==> src/verilog/sensor_mode_regs.svh <==
// Timing counts, sync codes and reset values of the sensor mode and video output block.
`ifndef SENSOR_MODE_REGS_SVH
`define SENSOR_MODE_REGS_SVH
`define PIX_W          10
`define SYNC_HDR       10'h3ff
`define CODE_FRAME     10'h2ac
`define CODE_LINE      10'h200
`define CODE_BLANK     10'h2d8
`define SYNC_WORDS     2
`define ACTIVE_PIX     644
`define ACTIVE_LINES   484
`define DEFAULT_BLANK  16'h0010
`define SYS_CLK_NS     40
`define LINK_BIT_NS    320
`define BIT_CYCLES     ((`LINK_BIT_NS + `SYS_CLK_NS - 1) / `SYS_CLK_NS)
`define LEAK_SHIFT     2
`define STAT_W         32
`define DARK_RESET     10'h000
`endif

==> src/verilog/sensor_mode_pkg.sv <==
// Types shared by the sensor mode and video output block.
package sensor_mode_pkg;
  typedef enum {
    MODE_STANDBY,
    MODE_SLEEP,
    MODE_SLEEP_PEND,
    MODE_CLK_ACTIVE,
    MODE_IDLE,
    MODE_VIDEO
  } mode_e;

  typedef enum logic [1:0] {
    CMD_SLEEP,
    CMD_CLK_ACTIVE,
    CMD_IDLE,
    CMD_VIDEO
  } cmd_e;

  typedef struct packed {
    logic pad_clk;
    logic pll;
    logic analog;
    logic digital;
    logic array_reset;
  } power_s;

  typedef struct packed {
    logic        valid;
    logic [31:0] sum;
  } stat_s;
endpackage

==> src/verilog/word_buffer.sv <==
// Small valid/ready word buffer that sits between the word generator and the serializer.
`timescale 1ns/100ps
`default_nettype none
module word_buffer #(
  parameter int WIDTH = 10,
  parameter int DEPTH = 2
) (
  input  wire logic             i_clk_sys,
  input  wire logic             i_rst_n,
  input  wire logic             i_clear,
  input  wire logic             i_in_valid,
  input  wire logic [WIDTH-1:0] i_in_data,
  output logic                  o_in_ready,
  output logic                  o_out_valid,
  output logic      [WIDTH-1:0] o_out_data,
  input  wire logic             i_out_ready
);
  localparam int PW = (DEPTH > 1) ? $clog2(DEPTH) : 1;

  logic [WIDTH-1:0] mem_r [DEPTH];
  logic [PW-1:0]    wr_r;
  logic [PW-1:0]    rd_r;
  logic [PW:0]      count_r;
  logic             push;
  logic             pop;

  assign o_in_ready  = (count_r != (PW+1)'(DEPTH));
  assign o_out_valid = (count_r != '0);
  assign o_out_data  = mem_r[rd_r];
  assign push        = i_in_valid && o_in_ready;
  assign pop         = o_out_valid && i_out_ready;

  always_ff @(posedge i_clk_sys) begin
    if (push) begin
      mem_r[wr_r] <= i_in_data;
    end
  end

  always_ff @(posedge i_clk_sys or negedge i_rst_n) begin
    if (!i_rst_n) begin
      wr_r    <= '0;
      rd_r    <= '0;
      count_r <= '0;
    end else if (i_clear) begin
      wr_r    <= '0;
      rd_r    <= '0;
      count_r <= '0;
    end else begin
      if (push) begin
        wr_r <= (wr_r == PW'(DEPTH - 1)) ? '0 : wr_r + 1'b1;
      end
      if (pop) begin
        rd_r <= (rd_r == PW'(DEPTH - 1)) ? '0 : rd_r + 1'b1;
      end
      count_r <= count_r + (PW+1)'(push) - (PW+1)'(pop);
    end
  end
endmodule
`default_nettype wire

==> src/verilog/sensor_mode_video.sv <==
// Mode sequencing, video word generation and serial video output of the image sensor.
`timescale 1ns/100ps
`default_nettype none
`include "sensor_mode_regs.svh"
module sensor_mode_video import sensor_mode_pkg::*; #(
  parameter int          ACTIVE_PIX    = `ACTIVE_PIX,
  parameter int          ACTIVE_LINES  = `ACTIVE_LINES,
  parameter logic [15:0] DEFAULT_BLANK = `DEFAULT_BLANK,
  parameter int          BIT_CYCLES    = `BIT_CYCLES,
  parameter int          BUF_DEPTH     = 2
) (
  input  wire logic                i_clk_sys,
  input  wire logic                i_rst_n,
  input  wire logic                i_standby_request_n,
  input  wire logic                i_mode_cmd_valid,
  input  wire cmd_e                i_mode_cmd,
  input  wire logic                i_blank_lines_load,
  input  wire logic [15:0]         i_blank_lines,
  input  wire logic [`PIX_W-1:0]   i_pixel_data,
  input  wire logic [`PIX_W-1:0]   i_dark_level,
  output logic                     o_pixel_take,
  output logic                     o_control_bus_enable,
  output power_s                   o_power,
  output stat_s                    o_stat,
  output logic [`PIX_W-1:0]        o_dark_offset,
  output logic                     o_qualifying_clock_pos,
  output logic                     o_qualifying_clock_neg,
  output logic                     o_serial_video_data_pos,
  output logic                     o_serial_video_data_neg
);
  localparam logic [9:0] LAST_WORD = 10'(ACTIVE_PIX + `SYNC_WORDS - 1);
  localparam logic [7:0] BIT_LAST  = 8'(BIT_CYCLES - 1);
  localparam logic [7:0] BIT_HALF  = 8'(BIT_CYCLES / 2);

  // The standby pin is asynchronous; the first stage feeds only the second.
  logic pdn_s1_r;
  logic pdn_s2_r;
  logic pdn_s3_r;
  logic standby_r;

  always_ff @(posedge i_clk_sys or negedge i_rst_n) begin
    if (!i_rst_n) begin
      pdn_s1_r <= 1'b0;
      pdn_s2_r <= 1'b0;
      pdn_s3_r <= 1'b0;
    end else begin
      pdn_s1_r <= i_standby_request_n;
      pdn_s2_r <= pdn_s1_r;
      pdn_s3_r <= pdn_s2_r;
    end
  end

  always_ff @(posedge i_clk_sys or negedge i_rst_n) begin
    if (!i_rst_n) begin
      standby_r <= 1'b1;
    end else if (pdn_s2_r == pdn_s3_r) begin
      standby_r <= ~pdn_s3_r;
    end
  end

  mode_e state_r;
  cmd_e  target_r;
  logic  frame_done_r;
  logic  drained;
  logic  frame_end;
  logic  ser_busy;
  logic  buf_out_valid;
  logic  bit_en;

  // Commands only arrive from the control bus, which is shut in standby.
  assign o_control_bus_enable = (state_r != MODE_STANDBY);

  always_ff @(posedge i_clk_sys or negedge i_rst_n) begin
    if (!i_rst_n) begin
      target_r <= CMD_SLEEP;
    end else if (state_r == MODE_STANDBY) begin
      target_r <= CMD_SLEEP;
    end else if (i_mode_cmd_valid) begin
      target_r <= i_mode_cmd;
    end
  end

  // Sleep waits for the bit boundary after the last word, so its final bit stands a full period.
  assign drained = frame_done_r && !buf_out_valid && !ser_busy && bit_en;

  always_ff @(posedge i_clk_sys or negedge i_rst_n) begin
    if (!i_rst_n) begin
      state_r <= MODE_STANDBY;
    end else if (standby_r) begin
      state_r <= MODE_STANDBY;
    end else begin
      case (state_r)
        MODE_STANDBY: begin
          state_r <= MODE_SLEEP;
        end
        MODE_SLEEP: begin
          if (target_r != CMD_SLEEP) begin
            state_r <= MODE_CLK_ACTIVE;
          end
        end
        MODE_CLK_ACTIVE: begin
          if (target_r == CMD_SLEEP) begin
            state_r <= MODE_SLEEP;
          end else if (target_r != CMD_CLK_ACTIVE) begin
            state_r <= MODE_IDLE;
          end
        end
        MODE_IDLE: begin
          if (target_r == CMD_SLEEP) begin
            state_r <= MODE_SLEEP;
          end else if (target_r == CMD_CLK_ACTIVE) begin
            state_r <= MODE_CLK_ACTIVE;
          end else if (target_r == CMD_VIDEO) begin
            state_r <= MODE_VIDEO;
          end
        end
        MODE_VIDEO: begin
          if (target_r != CMD_VIDEO) begin
            state_r <= MODE_SLEEP_PEND;
          end
        end
        MODE_SLEEP_PEND: begin
          if (drained) begin
            state_r <= MODE_SLEEP;
          end
        end
        default: begin
          state_r <= MODE_STANDBY;
        end
      endcase
    end
  end

  // A stepped-down request from video always passes through sleep before rising again.
  always_ff @(posedge i_clk_sys or negedge i_rst_n) begin
    if (!i_rst_n) begin
      o_power <= '0;
    end else begin
      o_power.pad_clk     <= (state_r != MODE_STANDBY);
      o_power.pll         <= (state_r == MODE_CLK_ACTIVE) || (state_r == MODE_IDLE) ||
                             (state_r == MODE_VIDEO) || (state_r == MODE_SLEEP_PEND);
      o_power.analog      <= (state_r == MODE_IDLE) || (state_r == MODE_VIDEO) ||
                             (state_r == MODE_SLEEP_PEND);
      o_power.digital     <= (state_r == MODE_VIDEO) || (state_r == MODE_SLEEP_PEND);
      o_power.array_reset <= (state_r != MODE_VIDEO) && (state_r != MODE_SLEEP_PEND);
    end
  end

  // Word generator: two sync words then the pixels of each active line, or zeros on a blank line.
  logic              gen_run;
  logic              gen_valid;
  logic              buf_in_ready;
  logic              push;
  logic [9:0]        word_cnt_r;
  logic [15:0]       line_cnt_r;
  logic [15:0]       blank_r;
  logic [15:0]       frame_lines_m1;
  logic [`PIX_W-1:0] word;
  logic [`PIX_W-1:0] corrected;
  logic              active_line;
  logic              frame_start;

  assign gen_run        = (state_r == MODE_VIDEO) || ((state_r == MODE_SLEEP_PEND) && !frame_done_r);
  assign gen_valid      = gen_run;
  assign push           = gen_valid && buf_in_ready;
  assign frame_lines_m1 = 16'(ACTIVE_LINES - 1) + blank_r;
  assign active_line    = (line_cnt_r < 16'(ACTIVE_LINES));
  assign frame_start    = push && (word_cnt_r == '0) && (line_cnt_r == '0);
  assign frame_end      = push && (word_cnt_r == LAST_WORD) && (line_cnt_r == frame_lines_m1);
  assign o_pixel_take   = push && active_line && (word_cnt_r >= 10'(`SYNC_WORDS));

  always_comb begin
    if (word_cnt_r == '0) begin
      word = `SYNC_HDR;
    end else if (word_cnt_r == 10'd1) begin
      if (line_cnt_r == '0) begin
        word = `CODE_FRAME;
      end else if (active_line) begin
        word = `CODE_LINE;
      end else begin
        word = `CODE_BLANK;
      end
    end else if (active_line) begin
      word = corrected;
    end else begin
      word = '0;
    end
  end

  // Blank line count is only picked up between frames so that one frame never changes length.
  always_ff @(posedge i_clk_sys or negedge i_rst_n) begin
    if (!i_rst_n) begin
      blank_r <= DEFAULT_BLANK;
    end else if (i_blank_lines_load && !gen_run) begin
      blank_r <= i_blank_lines;
    end
  end

  always_ff @(posedge i_clk_sys or negedge i_rst_n) begin
    if (!i_rst_n) begin
      word_cnt_r <= '0;
      line_cnt_r <= '0;
    end else if (!gen_run) begin
      word_cnt_r <= '0;
      line_cnt_r <= '0;
    end else if (push) begin
      if (word_cnt_r == LAST_WORD) begin
        word_cnt_r <= '0;
        line_cnt_r <= (line_cnt_r == frame_lines_m1) ? '0 : line_cnt_r + 16'd1;
      end else begin
        word_cnt_r <= word_cnt_r + 10'd1;
      end
    end
  end

  always_ff @(posedge i_clk_sys or negedge i_rst_n) begin
    if (!i_rst_n) begin
      frame_done_r <= 1'b0;
    end else if (state_r != MODE_SLEEP_PEND) begin
      frame_done_r <= 1'b0;
    end else if (frame_end) begin
      frame_done_r <= 1'b1;
    end
  end

  // Dark offset: taken whole on the first frame, then damped to avoid flicker.
  logic               first_r;
  logic signed [11:0] dark_diff;

  assign dark_diff = $signed({2'b00, i_dark_level}) - $signed({2'b00, o_dark_offset});
  assign corrected = (i_pixel_data > o_dark_offset) ? i_pixel_data - o_dark_offset : '0;

  always_ff @(posedge i_clk_sys or negedge i_rst_n) begin
    if (!i_rst_n) begin
      first_r       <= 1'b1;
      o_dark_offset <= `DARK_RESET;
    end else if (!gen_run) begin
      first_r <= (state_r != MODE_SLEEP_PEND) ? 1'b1 : first_r;
    end else if (frame_start) begin
      first_r <= 1'b0;
      if (first_r) begin
        o_dark_offset <= i_dark_level;
      end else begin
        o_dark_offset <= `PIX_W'($signed({2'b00, o_dark_offset}) + (dark_diff >>> `LEAK_SHIFT));
      end
    end
  end

  // Frame statistics: sum of corrected pixels, published at each frame end; with zero blank lines the last pixel is left out.
  logic [`STAT_W-1:0] sum_r;

  always_ff @(posedge i_clk_sys or negedge i_rst_n) begin
    if (!i_rst_n) begin
      sum_r  <= '0;
      o_stat <= '0;
    end else begin
      o_stat.valid <= frame_end;
      if (frame_end) begin
        o_stat.sum <= sum_r;
        sum_r      <= '0;
      end else if (o_pixel_take) begin
        sum_r <= sum_r + `STAT_W'(corrected);
      end
    end
  end

  // Serializer: one bit per bit period, most significant bit first.
  logic              pop;
  logic [`PIX_W-1:0] buf_out_data;
  logic [7:0]        div_cnt_r;
  logic [3:0]        bit_cnt_r;
  logic [`PIX_W-1:0] sh_r;
  logic              streaming;

  assign bit_en    = (div_cnt_r == BIT_LAST);
  assign streaming = (state_r == MODE_VIDEO) || (state_r == MODE_SLEEP_PEND);
  assign ser_busy  = (bit_cnt_r != '0);
  assign pop       = bit_en && streaming && !ser_busy && buf_out_valid;

  word_buffer #(
    .WIDTH (`PIX_W),
    .DEPTH (BUF_DEPTH)
  ) u_word_buffer (
    .i_clk_sys   (i_clk_sys),
    .i_rst_n     (i_rst_n),
    .i_clear     (!streaming),
    .i_in_valid  (gen_valid),
    .i_in_data   (word),
    .o_in_ready  (buf_in_ready),
    .o_out_valid (buf_out_valid),
    .o_out_data  (buf_out_data),
    .i_out_ready (pop)
  );

  always_ff @(posedge i_clk_sys or negedge i_rst_n) begin
    if (!i_rst_n) begin
      div_cnt_r <= '0;
    end else if (!o_power.pll) begin
      div_cnt_r <= '0;
    end else begin
      div_cnt_r <= bit_en ? '0 : div_cnt_r + 8'd1;
    end
  end

  always_ff @(posedge i_clk_sys or negedge i_rst_n) begin
    if (!i_rst_n) begin
      bit_cnt_r <= '0;
      sh_r      <= '1;
    end else if (!streaming) begin
      bit_cnt_r <= '0;
      sh_r      <= '1;
    end else if (pop) begin
      bit_cnt_r <= 4'(`PIX_W - 1);
      sh_r      <= buf_out_data;
    end else if (bit_en && ser_busy) begin
      bit_cnt_r <= bit_cnt_r - 4'd1;
      sh_r      <= {sh_r[`PIX_W-2:0], 1'b1};
    end else if (bit_en) begin
      sh_r <= '1;
    end
  end

  // Both pairs are always driven by this end; a stopped pair rests at a fixed level.
  always_ff @(posedge i_clk_sys or negedge i_rst_n) begin
    if (!i_rst_n) begin
      o_qualifying_clock_pos  <= 1'b0;
      o_qualifying_clock_neg  <= 1'b0;
      o_serial_video_data_pos <= 1'b1;
      o_serial_video_data_neg <= 1'b0;
    end else begin
      o_qualifying_clock_pos  <= o_power.pll && (div_cnt_r >= BIT_HALF);
      o_qualifying_clock_neg  <= o_power.pll && (div_cnt_r < BIT_HALF);
      o_serial_video_data_pos <= !streaming || sh_r[`PIX_W-1];
      o_serial_video_data_neg <= streaming && !sh_r[`PIX_W-1];
    end
  end
endmodule
`default_nettype wire

==> config.mk <==
export PLATFORM = sky130hd
export DESIGN_NAME = sensor_mode_video
export DESIGN_NICKNAME = d
export VERILOG_FILES = /design/src/verilog/sensor_mode_pkg.sv /design/src/verilog/word_buffer.sv /design/src/verilog/sensor_mode_video.sv
export VERILOG_INCLUDE_DIRS = /design/src /design/src/verilog
export SDC_FILE = /design/constraint.sdc
export NUM_CORES = 1
export LEC_CHECK = 0
export ABC_AREA = 0
export BUFFER_PORTS_ARGS = -buffer_cell sky130_fd_sc_hd__buf_4
export CAP_MARGIN = 20
export CORE_MARGIN = 5
export CORE_UTILIZATION = 46
export CTS_CLUSTER_DIAMETER = 200
export CTS_CLUSTER_SIZE = 24
export DETAILED_ROUTE_END_ITERATION = 10
export GPL_ROUTABILITY_DRIVEN = 0
export PLACE_DENSITY = 0.72
export SETUP_SLACK_MARGIN = 0.05
export SYNTH_ARGS = -nofsm -noshare
export SYNTH_HDL_FRONTEND = slang
export SYNTH_HIERARCHICAL = 1
export SYNTH_SLANG_ARGS = --single-unit
==> constraint.sdc <==
create_clock -name i_clk_sys -period 4.74 [get_ports i_clk_sys]
set_clock_uncertainty 0.2 [all_clocks]
set_input_delay 0.474 -clock i_clk_sys [delete_from_list [all_inputs] [get_ports i_clk_sys]]
set_output_delay 0.474 -clock i_clk_sys [all_outputs]
set_load 0.005 [all_outputs]
==> qor.txt <==
most common cell in the synthesized netlist: dfrtp_1
Final Non-Filler Cells: 1497
DRT Pass-1 Iters: 5
switch share: 36.2%
Worst setup SP type: register
WL/cell: 15.5 microns
Worst Tran Pin Value: 0.980 ns
# fillers: 1977
Area Overhead vs Synth: 16.2%
fin crit share: 91.8%
Syn Nets: 1175
critical path type: register to register
# rows: 55
total number of vias: 8176
post-route minimum period: 4.35 ns
slowest stage cell on the critical path: or3_1
max-cap viol count: 0
antenna violations before repair: 0
Commonest cells post-synth: dfrtp_1, nor2_1, nand2_1
share of the synthesized area in the top cell type: 34.9%
Synth area leaders: dfrtp_1, ha_1, edfxtp_1
CP required: 4.84 ns
synth warn: 6
Skew-Pair Late Insertion Delay: 0.43 ns
Min-Delay Startpoint: i_blank_lines[6]
Synth Area per Inst: 9.92 sq um
share of cells above drive strength 1: 21.3%
register area share after synthesis: 44.0%
top_reg_cell synth: dfrtp_1
first-pass GRT wire length: 39400 microns
Port Buffers: 96
Distinct cells, synth: 78
CP Cell Sequence: inv_1 > ha_1 > nor2b_1 > o21ai_0 > a21oi_1 > o31ai_2 > o21bai_1 > a21oi_1 > xor2_1 > nor2_1 > ha_1 > and3_1 > a311oi_2 > or3_1 > nor3_1 > xnor2_1 > nor2_1
R2R Path Start: o_dark_offset[1]$_DFFE_PN0P_
ANT cells: 0
CP peak stage delay: 0.53 ns
largest net degree at the start of global routing: 88
Peak VDD IR: 320 uV
outcome: complete, no violations
Post-DRT Antenna Nets: 0
GR Overflow Total: 0
Post-route DRC: 0
initial DRC count: 578
clock power share: 26.3%
WL met3: 1010 microns
number of enable flip-flop cells after synthesis: 20
dpl cells: 1463
CTS tree: done
GRT Total Usage: 17.9%
vias in the first global route: 7988
flops & latches, synth: 183
Max Used Layer: met4
Synth area leader: dfrtp_1
Power Total: 5.69 mW
Hold/Removal Path Class: primary input to register
Pint: 3.63 mW
combinational power share: 40.0%
core area: 22800 sq um
nets@finish: 1269
Psw: 2.06 mW
die width: 162 microns
Post-CTS Setup Inserts: 0
power per cell area: 458 nW/um^2
Clock Sinks: 183
hpwl dp: 16700 microns
Leakage: 5.63 nW
nature of the critical path endpoint: register
final setup fails: 0
endpoints failing hold: 0
Critical Path AT: 4.45 ns
num ports: 97
Die Height: 162 microns
via/cell ratio: 5.46
CTS clk-pin slew, worst paths: 0.08 ns
die area: 26400 sq um
htree depth: 4
Slew HR: 34.4%
Final Max Slew Viols: 0
launch point of the worst path: o_dark_offset[1]$_DFFE_PN0P_
met1 wire length: 10700 microns
Initial Utilization: 46.9%
unrepaired setup endpoints after global routing: no
Clock Path Buffers: 2
ys async rst share: 89.1%
root buf cell: clkbuf_16
mapped cell area: 10700 sq um
CTS Buf Count: 17
Achievable Freq: 230 MHz
CP Max Fanout: 6
Routed Wire Length: 23200 microns
metal2 WL: 11200 microns
synthesized instance count: 1077
Reg power frac: 33.8%
-- power by group through the flow --
stage          logic [mW]  registers [mW]  clock network, mW
6_report             2.28            1.92               1.50
5_1_grt              2.58            1.95               1.59
4_1_cts              2.25            1.92               1.52
3_5_place_dp         2.23            1.95                  0
3_3_place_gp         2.20            1.94                  0
2_1_floorplan        1.72            1.88                  0
-- cell type report --
type,count,area [sq um],share of cell area [%]
sequential,183,4700,37.8
clock inverter,13,179,1.44
inverter,57,214,1.72
clock buffer,19,433,3.49
multi-input combinational,803,5670,45.6
timing repair buffer,109,840,6.76
tap,313,392,3.15
-- cells by family (layout without fill, tap and decap cells) --
kind of cell | Yosys count | after routing | share of synthesized area (%)
adder cells (fa/ha/maj) | 55 | 55 | 6.65
AO/OA/AOI/OAI | 193 | 193 | 11.4
flip-flops | 183 | 183 | 44.0
buffers and inverters | 91 | 198 | 3.59
AND/OR/NAND/NOR | 390 | 390 | 18.2
multiplexers | 80 | 80 | 9.24
XOR/XNOR | 85 | 85 | 6.97
-- worst max-delay path, delay by kind of cell, from the launching register on --
kind,cells,cell delay (ns)
adder cells (fa/ha/maj),2,0.67
buffers and inverters,1,0.09
AND/OR/NAND/NOR,6,1.27
AO/OA/AOI/OAI,6,1.16
XOR/XNOR,2,0.37
flip-flops,1,0.45
-- registers in the layout (all words and copies together) (netlist names), 2 cells and up --
signal and cells:
sh_r 10, u_word_buffer/mem_r 20, o_power 5, bit_cnt_r 4
word_cnt_r 10, div_cnt_r 8, o_stat 33, target_r 2
state_r 3, line_cnt_r 16, u_word_buffer/count_r 2, sum_r 32
o_dark_offset 10, blank_r 16
-- per-stage QoR --
stage	util [%]	worst slack [ns]	setup TNS (ns)	hold slack, ns	instance area (sq um)
after CTS	54.3	0.122	0	0.0575	12400
after global routing	54.5	0.0365	0	0.0538	12400
final	54.5	0.391	0	0.0672	12400
after floorplan	-	0.149	0	-0.0216	10700
after global placement	51.5	0.0424	0	0.136	11700
after detailed placement	51.5	-0.0579	-0.183	0.151	11700
-- metal layers --
metal	GRT usage [%]	up-vias
met5	0	-
met4	4.00	0
met3	3.21	21
met2	29.6	207
met1	24.8	3958
li1	-	3990
-- placed cells by master, fill, tap and decap left out, types with 5 or more instances in the layout --
cell | synthesis | routed
dfrtp_1 | 149 | 148
buf_4 | 2 | 105
nor2_1 | 105 | 101
nand2_1 | 99 | 99
inv_1 | 55 | 55
o21ai_0 | 53 | 53
ha_1 | 52 | 51
a21oi_1 | 50 | 50
xnor2_1 | 45 | 45
xor2_1 | 40 | 40
nand3_1 | 34 | 33
mux2_4 | 30 | 30
mux2_2 | 29 | 29
nor3_1 | 22 | 22
mux2i_1 | 21 | 21
edfxtp_1 | 20 | 20
and3_1 | 18 | 18
clkbuf_16 | 0 | 17
nor2b_1 | 16 | 16
nand4_1 | 16 | 16
or3_1 | 14 | 14
dfstp_2 | 14 | 14
and2_1 | 12 | 12
o22ai_1 | 11 | 11
or2_2 | 9 | 9
a211oi_1 | 9 | 9
nand2b_1 | 8 | 8
a31oi_1 | 9 | 7
a21o_1 | 6 | 6
nor4_1 | 6 | 6
nand3b_1 | 6 | 6
o21a_1 | 5 | 5
or4_1 | 5 | 5
a31o_2 | 5 | 5
inv_6 | 0 | 5
-- final timing paths --
path / slack, ns / cells after the start / to
min in group asynchronous: 0.42 / 2 / div_cnt_r[1]$_DFF_PN0_
max in group asynchronous: 3.00 / 3 / o_stat[1]$_DFFE_PN0P_
max reg2reg: 0.39 / 17 / sum_r[31]$_DFFE_PN0P_
min: 0.07 / 2 / blank_r[6]$_DFFE_PN0P_
max: 0.39 / 17 / sum_r[31]$_DFFE_PN0P_
min reg2reg: 0.16 / 0 / pdn_s2_r$_DFF_PN0_
-- timing repair --
| action | 4_1_cts | 5_1_grt |
|---|---|---|
| endpoints found under the setup margin | 0 | 14 |
| endpoints found under the hold margin | 74 | 0 |
| hold buffers | 2 | 0 |
| resized for setup | 0 | 15 |
Note: power is estimated with default switching activity, not from simulation.
